### src/verilog/p2io_pkg.sv
// Package for the port two I/O block: register map, resets, field codes
`default_nettype none
package p2io_pkg;

    // Register byte addresses (lower 16 bits)
    localparam logic [15:0] ADDR_DIRECTION    = 16'hFEB1;
    localparam logic [15:0] ADDR_PIN_LEVEL    = 16'hFF51;
    localparam logic [15:0] ADDR_OUTPUT_LATCH = 16'hFF61;

    // Reset values of the stored registers
    localparam logic [7:0] DIRECTION_RESET    = 8'h00;
    localparam logic [7:0] OUTPUT_LATCH_RESET = 8'h00;

    // Value returned by a read of the write-only direction register
    localparam logic [7:0] DIRECTION_READ_VALUE = 8'h00;
    // Value returned for an unmapped address
    localparam logic [7:0] UNMAPPED_READ_VALUE  = 8'h00;

    // Pin positions of the multiplexed pins
    localparam int PIN_CHAN5_B = 7;
    localparam int PIN_CHAN5_A = 6;
    localparam int PIN_CHAN4_B = 5;

    // Channel mode field codes
    localparam logic [3:0] MODE_NORMAL = 4'h0;
    localparam logic [3:0] MODE_PWM1   = 4'h2;
    localparam logic [3:0] MODE_PWM2   = 4'h3;
    localparam logic [1:0] MODE_PHASE_TOP = 2'h1;

    // Counter-clear codes that stop the PWM 2 output on each pin
    localparam logic [1:0] CCLR_STOPS_A = 2'h1;
    localparam logic [1:0] CCLR_STOPS_B = 2'h2;

    // Timer clock-select codes at or above this pick the external clock
    localparam logic [2:0] CKS_EXT_FIRST = 3'h5;

    // Settings of one pulse-unit channel
    typedef struct packed {
        logic [3:0] channel_mode_field;
        logic [3:0] a_io_control_field;
        logic [3:0] b_io_control_field;
        logic [1:0] counter_clear_select;
    } p2io_chan_cfg_s;

    // Register state of the port
    typedef struct packed {
        logic [7:0] direction;
        logic [7:0] output_latch;
        logic [7:0] pin_sample;
        logic [7:0] rdata;
    } p2io_state_s;

endpackage : p2io_pkg
`default_nettype wire

### src/verilog/p2io_port.sv
// Port two I/O: registers, pin-state read and timer pin multiplexing
//
// Contract
// - Direction bit one drives, zero inputs
// - Direction register write-only, reads undefined
// - Direction and latch clear on power-on/standby
// - Output latch is readable and writable
// - Manual reset leaves pins to port registers
// - Pin-state register ignores writes
// - Output bits read back the latch
// - Input bits read the pin level
// - Pin-state holds in manual reset, soft standby
// - Pin selection independent of chip mode
// - Timer 1 output select claims pin 7
// - Channel 5 B output on pin 7
// - Pin 7 feeds channel 5 B capture
// - Timer 0 output select claims pin 6
// - Channel 5 A output on pin 6
// - PWM mode 1 disables B output
// - Pin 6 feeds channel 5 A capture
// - Pin 5 is timer 1 clock input
// - Pin 5 role from channel 4, direction
//
// Decided for this implementation: strobed register access.
`timescale 1ns/100ps
`default_nettype none

module p2io_port #(
    parameter int          WIDTH     = 8,          // Port width
    parameter logic [7:0]  DDR_RDVAL = p2io_pkg::DIRECTION_READ_VALUE
) (
    // Clock and power-on reset
    input  wire logic                     ref_clk,
    input  wire logic                     srst,
    // Low-power and reset conditions
    input  wire logic                     hw_standby,
    input  wire logic                     sw_standby,
    input  wire logic                     manual_reset,
    // Register port
    input  wire logic [15:0]              reg_addr,
    input  wire logic [7:0]               reg_wdata,
    input  wire logic                     reg_wr,
    input  wire logic                     reg_rd,
    output logic      [7:0]               reg_rdata,
    // Pulse-unit channel settings
    input  wire p2io_pkg::p2io_chan_cfg_s chan5_cfg,
    input  wire p2io_pkg::p2io_chan_cfg_s chan4_cfg,
    // Pulse-unit waveforms toward the pins
    input  wire logic                     chan5_a_pin,
    input  wire logic                     chan5_b_pin,
    input  wire logic                     chan4_b_pin,
    // Eight-bit timer settings and waveforms
    input  wire logic [3:0]               timer0_output_select,
    input  wire logic [3:0]               timer1_output_select,
    input  wire logic [2:0]               timer1_clock_select,
    input  wire logic                     timer0_compare_out,
    input  wire logic                     timer1_compare_out,
    // Capture and clock inputs toward the timers
    output logic                          chan5_a_capture_in,
    output logic                          chan5_b_capture_in,
    output logic                          chan4_b_capture_in,
    output logic                          timer1_ext_clock_in,
    // Pins
    input  wire logic [WIDTH-1:0]         pin_in,
    output logic      [WIDTH-1:0]         pin_out,
    output logic      [WIDTH-1:0]         pin_oe
);

    // Notes on the mux as a whole:
    // Each multiplexed pin is resolved in a fixed order.
    // An 8-bit timer output select wins first,
    // then the pulse-unit channel output,
    // then the plain direction and latch bits.
    // Capture and clock inputs never steal a pin;
    // they only watch the level seen on pin_in.
    // A pin that is an output still feeds captures,
    // so a channel can capture an 8-bit timer or latch level driven on its pin.
    // Pins 4 to 0 are plain port bits here;
    // their timer roles live in a neighbouring block.
    // Chip operating mode has no input at all,
    // which keeps every pin choice mode-free.
    //
    // Notes on timing:
    // Pin drive paths are combinational on purpose,
    // so a timer waveform reaches its pin with no
    // extra flop delay; the cost is a longer path
    // from the timer settings to the pad.
    // Register reads are registered: data stand in
    // the cycle after the read strobe, else zero.
    //
    // Notes on resets and low power:
    // Power-on reset and hardware standby clear
    // direction and latch; manual reset and
    // software standby keep them untouched.
    // Manual reset also holds the pin sample,
    // so software sees the last levels it saw.
    // Hardware standby floats every pin at once,
    // before the clearing edge has even come.
    //
    // Limitation: the direction register reads
    // back a fixed value, never its contents;
    // software must keep its own shadow copy.

    // Compare-output codes: 0001..0011 and 0101..0111
    function automatic logic is_compare_io(input logic [3:0] io);
        is_compare_io = (io[3] == 1'b0) && (io[1:0] != 2'b00);
    endfunction : is_compare_io

    // Codes that leave the pin alone in PWM modes: xx00
    function automatic logic is_io_active(input logic [3:0] io);
        is_io_active = (io[1:0] != 2'b00);
    endfunction : is_io_active

    // Normal mode or any phase-counting mode (01xx)
    function automatic logic is_normal_or_phase(input logic [3:0] mode);
        is_normal_or_phase = (mode == p2io_pkg::MODE_NORMAL)
                           || (mode[3:2] == p2io_pkg::MODE_PHASE_TOP);
    endfunction : is_normal_or_phase

    // Capture set in normal mode (1xxx)
    function automatic logic is_capture(input logic [3:0] mode, input logic [3:0] io);
        is_capture = (mode == p2io_pkg::MODE_NORMAL) && io[3];
    endfunction : is_capture

    // Register state and its next value
    p2io_pkg::p2io_state_s state_reg;
    p2io_pkg::p2io_state_s state_next;

    // Decoded accesses
    logic       hit_direction;  // Address hits direction register
    logic       hit_pin_level;  // Address hits pin-state register
    logic       hit_latch;      // Address hits output latch
    logic       regs_clear;     // Power-on reset or hardware standby
    logic       timers_live;    // Timer functions may claim pins

    // Pin-claim decisions
    logic       t1_claims_p7;   // Timer 1 compare out owns pin 7
    logic       t0_claims_p6;   // Timer 0 compare out owns pin 6
    logic       c5a_drives;     // Channel 5 A output on pin 6
    logic       c5a_pwm1;       // Channel 5 in PWM mode 1 on A
    logic       c5b_drives;     // Channel 5 B output on pin 7
    logic       c4b_drives;     // Channel 4 B output on pin 5
    logic [7:0] pin_view;       // Pin-state register read value

    // Address decode
    always_comb
    begin
        hit_direction = (reg_addr == p2io_pkg::ADDR_DIRECTION);
        hit_pin_level = (reg_addr == p2io_pkg::ADDR_PIN_LEVEL);
        hit_latch     = (reg_addr == p2io_pkg::ADDR_OUTPUT_LATCH);
    end

    // Clearing and timer-gating conditions
    always_comb
    begin
        // Power-on reset and hardware standby clear the stored registers
        regs_clear  = srst || hw_standby;
        // Timers sit in their initial state during manual reset, so
        // only the retained port registers decide the pins
        timers_live = !manual_reset && !regs_clear;
    end

    // Timer claim decisions; no chip-mode input exists on purpose
    always_comb
    begin
        // Any output-select bit set hands the pin to the 8-bit timer
        t1_claims_p7 = timers_live && (timer1_output_select != 4'h0);
        t0_claims_p6 = timers_live && (timer0_output_select != 4'h0);

        // PWM mode 1 on A; it also silences the B output
        c5a_pwm1 = (chan5_cfg.channel_mode_field == p2io_pkg::MODE_PWM1)
                 && is_io_active(chan5_cfg.a_io_control_field);

        // Channel 5 A: compare, PWM 1 or PWM 2 output
        c5a_drives = timers_live && (
              (is_normal_or_phase(chan5_cfg.channel_mode_field)
                && is_compare_io(chan5_cfg.a_io_control_field))
            || c5a_pwm1
            || ((chan5_cfg.channel_mode_field == p2io_pkg::MODE_PWM2)
                && is_io_active(chan5_cfg.a_io_control_field)
                && (chan5_cfg.counter_clear_select != p2io_pkg::CCLR_STOPS_A)));

        // Channel 5 B: compare or PWM 2 output; PWM 1 excluded
        c5b_drives = timers_live && (
              (is_normal_or_phase(chan5_cfg.channel_mode_field)
                && is_compare_io(chan5_cfg.b_io_control_field))
            || ((chan5_cfg.channel_mode_field == p2io_pkg::MODE_PWM2)
                && is_io_active(chan5_cfg.b_io_control_field)
                && (chan5_cfg.counter_clear_select != p2io_pkg::CCLR_STOPS_B)));

        // Channel 4 B: same selection shape as channel 5 B
        c4b_drives = timers_live && (
              (is_normal_or_phase(chan4_cfg.channel_mode_field)
                && is_compare_io(chan4_cfg.b_io_control_field))
            || ((chan4_cfg.channel_mode_field == p2io_pkg::MODE_PWM2)
                && is_io_active(chan4_cfg.b_io_control_field)
                && (chan4_cfg.counter_clear_select != p2io_pkg::CCLR_STOPS_B)));
    end

    // Pin drivers: timer claims first, then direction and latch
    always_comb
    begin
        // Unclaimed pins: direction picks drive, latch gives level
        pin_out = state_reg.output_latch;
        pin_oe  = state_reg.direction;

        // Pin 7: timer 1 beats channel 5 B
        if (t1_claims_p7)
        begin
            pin_out[p2io_pkg::PIN_CHAN5_B] = timer1_compare_out;
            pin_oe[p2io_pkg::PIN_CHAN5_B]  = 1'b1;
        end
        else if (c5b_drives)
        begin
            pin_out[p2io_pkg::PIN_CHAN5_B] = chan5_b_pin;
            pin_oe[p2io_pkg::PIN_CHAN5_B]  = 1'b1;
        end

        // Pin 6: timer 0 beats channel 5 A
        if (t0_claims_p6)
        begin
            pin_out[p2io_pkg::PIN_CHAN5_A] = timer0_compare_out;
            pin_oe[p2io_pkg::PIN_CHAN5_A]  = 1'b1;
        end
        else if (c5a_drives)
        begin
            pin_out[p2io_pkg::PIN_CHAN5_A] = chan5_a_pin;
            pin_oe[p2io_pkg::PIN_CHAN5_A]  = 1'b1;
        end

        // Pin 5: channel 4 B output, else direction bit decides
        if (c4b_drives)
        begin
            pin_out[p2io_pkg::PIN_CHAN4_B] = chan4_b_pin;
            pin_oe[p2io_pkg::PIN_CHAN4_B]  = 1'b1;
        end

        // Hardware standby floats every pin
        if (hw_standby)
        begin
            pin_oe = '0;
        end
    end

    // Inputs handed to the timers; they see the pin level only while timers are live and the input is selected, else zero
    always_comb
    begin
        // Capture inputs only in normal mode with capture set
        chan5_b_capture_in = timers_live
            && is_capture(chan5_cfg.channel_mode_field, chan5_cfg.b_io_control_field)
            && pin_in[p2io_pkg::PIN_CHAN5_B];
        chan5_a_capture_in = timers_live
            && is_capture(chan5_cfg.channel_mode_field, chan5_cfg.a_io_control_field)
            && pin_in[p2io_pkg::PIN_CHAN5_A];
        chan4_b_capture_in = timers_live
            && is_capture(chan4_cfg.channel_mode_field, chan4_cfg.b_io_control_field)
            && pin_in[p2io_pkg::PIN_CHAN4_B];
        // External clock reaches timer 1 only when selected
        timer1_ext_clock_in = timers_live
            && (timer1_clock_select >= p2io_pkg::CKS_EXT_FIRST)
            && pin_in[p2io_pkg::PIN_CHAN4_B];
    end

    // Pin-state view: latch for outputs, sampled level for inputs
    always_comb
    begin
        pin_view = (state_reg.direction & state_reg.output_latch)
                 | (~state_reg.direction & state_reg.pin_sample);
    end

    // Next-state logic for all registers.
    // Order of the steps below matters:
    // first the pin sample, then bus writes,
    // then read data, and last the clears,
    // so a clear always beats a write
    // landing in the same cycle.
    // A write to the pin-state address is
    // dropped rather than redirected, so a
    // careless store cannot move any pin.
    // The unmapped read value is fixed,
    // which keeps the read mux free of
    // anything left from an earlier read.
    // Read data are rebuilt every cycle;
    // nothing of an old read survives
    // into the next cycle's answer.
    // The pin sample is taken one cycle
    // before the read that returns it,
    // so inputs read one cycle late.
    // That delay is the price of holding
    // the sample in manual reset and
    // software standby without a mux
    // on the read path.
    // Bits set as outputs read the latch,
    // never the pad, so a loaded pin
    // cannot corrupt a read-modify-write.
    // Only state_reg is a flip-flop here;
    // every other signal is combinational.
    always_comb
    begin
        state_next = state_reg;

        // Pin sample follows the pins except while held
        if (!(manual_reset || sw_standby) || regs_clear)
        begin
            state_next.pin_sample = pin_in;
        end

        // Writes; the pin-state address takes no write
        if (reg_wr && !regs_clear)
        begin
            if (hit_direction)
            begin
                state_next.direction = reg_wdata;
            end
            if (hit_latch)
            begin
                state_next.output_latch = reg_wdata;
            end
            // Writes to the pin-state address are dropped
        end

        // Read data stands only in the cycle after the strobe
        state_next.rdata = 8'h00;
        if (reg_rd)
        begin
            if (hit_direction)
            begin
                // Stored setting is never returned
                state_next.rdata = DDR_RDVAL;
            end
            else if (hit_latch)
            begin
                state_next.rdata = state_reg.output_latch;
            end
            else if (hit_pin_level)
            begin
                state_next.rdata = pin_view;
            end
            else
            begin
                state_next.rdata = p2io_pkg::UNMAPPED_READ_VALUE;
            end
        end

        // Power-on reset and hardware standby clear the port registers;
        // manual reset and software standby leave them as they were
        if (regs_clear)
        begin
            state_next.direction    = p2io_pkg::DIRECTION_RESET;
            state_next.output_latch = p2io_pkg::OUTPUT_LATCH_RESET;
            state_next.rdata        = 8'h00;
        end
    end

    // State register
    always_ff @(posedge ref_clk)
    begin
        if (srst)
        begin
            state_reg <= '0;
        end
        else
        begin
            state_reg <= state_next;
        end
    end

    // Read data from the flip-flop
    assign reg_rdata = state_reg.rdata;

endmodule : p2io_port
`default_nettype wire

### config.mk
export PLATFORM = sky130hd
export DESIGN_NAME = p2io_port
export DESIGN_NICKNAME = d
export VERILOG_FILES = /design/src/verilog/p2io_pkg.sv /design/src/verilog/p2io_port.sv
export SDC_FILE = /design/constraint.sdc
export NUM_CORES = 1
export LEC_CHECK = 0
export BUFFER_PORTS_ARGS = -buffer_cell sky130_fd_sc_hd__buf_2
export CAP_MARGIN = 20
export CORE_AREA = 10 10 73 75
export DETAILED_ROUTE_END_ITERATION = 10
export DIE_AREA = 0 0 83 85
export PLACE_DENSITY = 0.88
export REMOVE_ABC_BUFFERS = 1
export SLEW_MARGIN = 20
export SYNTH_ARGS = -nofsm -noshare
export SYNTH_HDL_FRONTEND = slang
export SYNTH_SLANG_ARGS = --single-unit
### constraint.sdc
create_clock -name ref_clk -period 2.6 [get_ports ref_clk]
set_input_delay 0.13 -clock ref_clk [delete_from_list [all_inputs] [get_ports ref_clk]]
set_output_delay 0.13 -clock ref_clk [all_outputs]
set_load 0.005 [all_outputs]
# After elaboration in Yosys (flattened, before gate mapping)
# Index checks and enable logic that the tools add are counted.
dict set report totals {
  word_cells 91
  latchBits 0
  ram_bits 0
  output_inout_bits 28
  memories 0
  mem_bits_ro 0
  reg_bits 32
  input_bits 83
}
dict set report op_classes {
  div_mod_pow 0
  magnitude_cmp 1
  n_shift 0
  n_reduce_logical 54
  n_mul 0
  n_addsub 0
  n_mux 13
  eq_ne 11
  n_bitwise 8
}
# operator count
set op_table {}
lappend op_table {{16-bit == test, second input constant} 3}
lappend op_table {{1-bit logical AND} 31}
lappend op_table {{8-bit 2-to-1 mux} 3}
lappend op_table {{8-bit bitwise AND} 2}
lappend op_table {{4-bit by 2-bit == test with 1-bit output, second input constant} 3}
lappend op_table {{1-bit 2-to-1 mux} 10}
lappend op_table {{1-bit logical OR} 9}
lappend op_table {{4-bit zero test} 2}
lappend op_table {{8-bit NOT} 1}
lappend op_table {{8-bit OR} 1}
lappend op_table {{4-bit nonzero test} 2}
lappend op_table {{2-bit nonzero test} 3}
lappend op_table {{2-bit by 1-bit == test with 1-bit output, second input constant} 2}
lappend op_table {{2-bit inequality test, second input constant} 2}
lappend op_table {{1-bit NOT} 4}
lappend op_table {{2-bit AND reduction} 2}
lappend op_table {{4-bit OR reduction} 1}
lappend op_table {{3-bit >= comparator, second input constant} 1}
lappend op_table {{1-bit zero test} 3}
lappend op_table {{2-bit by 1-bit inequality test with 1-bit output, second input constant} 1}
lappend op_table {{2-bit OR reduction} 1}

# Longest topological paths before layout
dict set report depth {
  depth_word 9
  ltp_mapped 7
  mapped_depth_nobuf 5
}

# Worst setup path after synthesis
# OpenSTA, ideal clock, no wires.
dict set report synth_path {
  kind {input to register}
  startpoint {in reg_addr[1]}
  endpoint {reg state_reg[22] in the netlist's numbering}
  arrival_ps 1297
  stages 6
  path_slack_ps 1182
  setup_time_ps 121
  n_path_buf 1
  path_cell_list {or3b_4 -> nor3_4 -> nand3_4 -> buf_6 -> nand3_1 -> o21ai_0}
}
dict set report synth_between {
  elab_chain_cells 2
}
# element line
set synth_rtl {}
lappend synth_rtl {{from (decl)} p2io_port.sv:40} ;# input wire logic [15:0] reg_addr,
lappend synth_rtl {{16-bit == test} p2io_port.sv:150} ;# hit_latch = (reg_addr == p2io_pkg::ADDR_OUTPUT_LATCH);
lappend synth_rtl {{2-bit AND reduction (no line)} n/a}
lappend synth_rtl {{to (signal assigned)} p2io_port.sv:364} ;# state_reg <= state_next;
lappend synth_rtl {{to (decl)} p2io_port.sv:126} ;# p2io_pkg::p2io_state_s state_reg;
# No other way between the ends.
# A chain may end at the register's enable or synchronous reset.

# Final worst setup path
dict set report layout_path {
  startpoint {in hw_standby}
  endpoint {out pin_out[5]}
}
dict set report layout_between {
  elab_chain_cells 5
}
# element line
set layout_rtl {}
lappend layout_rtl {{from (decl)} p2io_port.sv:36} ;# input wire logic hw_standby,
lappend layout_rtl {{1-bit logical OR} p2io_port.sv:157} ;# regs_clear = srst || hw_standby;
lappend layout_rtl {{1-bit zero test} p2io_port.sv:160} ;# timers_live = !manual_reset && !regs_clear;
lappend layout_rtl {{1-bit logical AND} p2io_port.sv:160}
lappend layout_rtl {{1-bit logical AND} p2io_port.sv:192} ;# c4b_drives = timers_live && (
lappend layout_rtl {{1-bit 2-to-1 mux} p2io_port.sv:232} ;# if (c4b_drives)
lappend layout_rtl {{to (decl)} p2io_port.sv:65} ;# output logic [WIDTH-1:0] pin_out,
# No other way between the ends.

==> results.cfg <==
[synth]
yosysSeqAreaShare_pct = 37.9
syn_area_um2 = 1690
yosys-top-cells-area = dfxtp_1 (38%), o21ai_0 (8.9%), nand2_1 (7.5%)
yosysWarnings = 0
ys_ff_latch = 32
ys_types = 34
yosysTopAreaCell = dfxtp_1
synth_top_area_share_pct = 37.9
synthCells = 217
syn_avg_cell_area_um2 = 7.80

[timing]
setup_viol = 0
fin_setup_tns_ns = 0
rsz0062_at_grt = false
tightest_slew_ns = 0.773
hold_violations = 0
worst_slack_ns = 0.885
slew_violations = 0
slew_headroom_pct = 48.3
min_period_ns = 1.72
finClkSkew_ns = 0.00298
finalCritPeriodShare_pct = 66.0
max_freq_ghz = 0.583

[floorplan]
ios = 111
die-area_um2 = 7060
row_count = 23
die-height_um = 85
start_util_pct = 43.2
die_w_um = 83
coreArea_um2 = 3910

[worst_setup_path]
setup.worst_path.start_class = input pin
crit_family = simple AND/OR/NAND/NOR gates
crit_type = input pin to output pin
arrival_ns = 1.59
endpoint_kind = output pin
path_buf_inv = 2
path_common_cell = buf_2
cp_slowest_cell = nor3_2
cp_max_fo = 11
path_cells = buf_2, nor3_2, o21ai_0, a21oi_1, mux2_2, buf_2
max_stage_delay_ns = 0.40
cp.required_ns = 2.47

[drt]
wl_per_cell_um = 14.9
dr.first_iter.drc_count = 73
postRouteAntennaNets = 0
route.detailed.drc = 0
via_per_inst = 5.00
route.vias.total = 1796
dr.pass1.iters = 4
wl_mm = 5.35

[worst_hold_path]
min_path_type = input pin to flip-flop

[placed_design]
placedCellCount = 351
dp_hpwl_mm = 4.33
place.gp.congestion = 0.789
dpl_worst_slack_ns = 0.700
io_buffers = 103

[power_and_ir_drop]
peakVddDrop_mv = 0.335
finalPower_mw = 1.02
pwr_density_cell_nw_per_um2 = 455
leakagePower_nw = 1.08

[global_route]
grt_start_max_net_pins = 24
antenna_found_initial = 0
grt_pass1_vias = 1855
overflow = 0
grt.total_usage_pct = 14.9
grt_pass1_wl_mm = 8.80

[finish]
drive_above_1_share_pct = 38.2
area_growth_syn_to_layout_pct = 32.1
largest_register_ffs = 19
final_util_pct = 57.1
n_antenna_cell = 0
fin_cells = 359
nNetsFinal = 391

[clock_network]
postCtsSetupBuffers = 0
cts_tree = yes
cts_resized = 0
htree_levels = 2
cts-root-buf = clkbuf_8
tritoncts.num_buffers = 5
clock_latency_ns = 0.28
cts_buffer_depth = 2
numClockSinks = 32
clk_pin_slew_ns = 0.06
cts_hold_buf = 0

[job]
cap_violations = 0

[run_status]
outcome = complete, no violations
## per-layer routing
metal / wire (µm) / part of all wire, % / global-route usage, %
met5: 0 / 0 / 0
met4: 43 / 0.80 / 3.25
met3: 326 / 6.1 / 5.64
met2: 2750 / 51 / 26.3
met1: 2230 / 42 / 16.6
## path summary, 6_finish.rpt
kind | startpoint | end | slack [ns] | depth (start not counted)
max | hw_standby | pin_out[5] | 0.88 | 6
max reg2reg | state_reg[25] | reg_rdata[1] | 1.73 | 3
min reg2reg | state_reg[14] | state_reg[14] | 0.46 | 2
min | reg_wdata[6] | state_reg[30] | 0.06 | 3
## worst min-delay path: cells and delay by family
family	cells	cell delay, ns
AND/OR/NAND/NOR	1	0.04
buffers and inverters	1	0.09
AO/OA/AOI/OAI	1	0.05
## Yosys cell counts, drive strengths merged
cell type and instances:
nand3b 1, nor2 26, nand2 34, o211ai 1, o2111ai 2, nand4 2
nor4 2, inv 3, nor2b 5, nor3b 3, xnor2 1, or3b 1
nor3 2, nand3 9, clkbuf 5, dfxtp 32, mux2i 10, and3 3
o41ai 2, nand2b 8, nand4b 1, a21oi 13, mux2 1, nor4bb 1
or2 1, o31ai 1, and4 1, o21ai 30, buf 16
## placed cells by master (no fill, tap or decap), types with 2 or more instances in the layout
cell type and instances:
a21oi_1 13, and3_1 3, buf_2 103, buf_4 2, clkbuf_1 2, clkbuf_8 6, dfxtp_1 32, inv_1 3
mux2i_1 10, nand2_1 34, nand2b_1 8, nand3_1 8, nand4_1 2, nor2_1 26, nor2b_1 5, nor3b_1 2
nor4_1 2, o2111ai_1 2, o21ai_0 30, o41ai_1 2
## kinds of logic (layout without fill, tap and decap cells)
group	after synthesis	after routing	share of synthesized area, %
compound gates	49	49	15.7
xor+xnor	1	1	0.518
buf+inv	24	116	8.95
flops	32	32	37.9
mux	11	11	6.58
simple gates	100	100	30.4
## per-stage QoR
step	hold slack (ns)	area [µm²]
6_report	0.0612	2230
5_1_grt	0.0553	2230
4_1_cts	0.0520	2230
3_5_place_dp	0.344	2140
3_3_place_gp	0.340	2140
2_1_floorplan	0.238	1550
## cell type report
class,instances,area [µm²]
Fill cell,394,1680
Multi-Input combinational cell,161,900
Sequential cell,32,641
Timing Repair Buffer,105,531
Clock buffer,8,90.1
Tap cell,50,62.6
Inverter,3,11.3
## power by group
part / internal (mW) / leakage (nW) / switching [mW]
Combinational: 0.0654 / 0.770 / 0.0595
Sequential: 0.500 / 0.260 / 0.00466
Clock: 0.216 / 0.0455 / 0.172
Note: power is estimated with default switching activity, not from simulation.
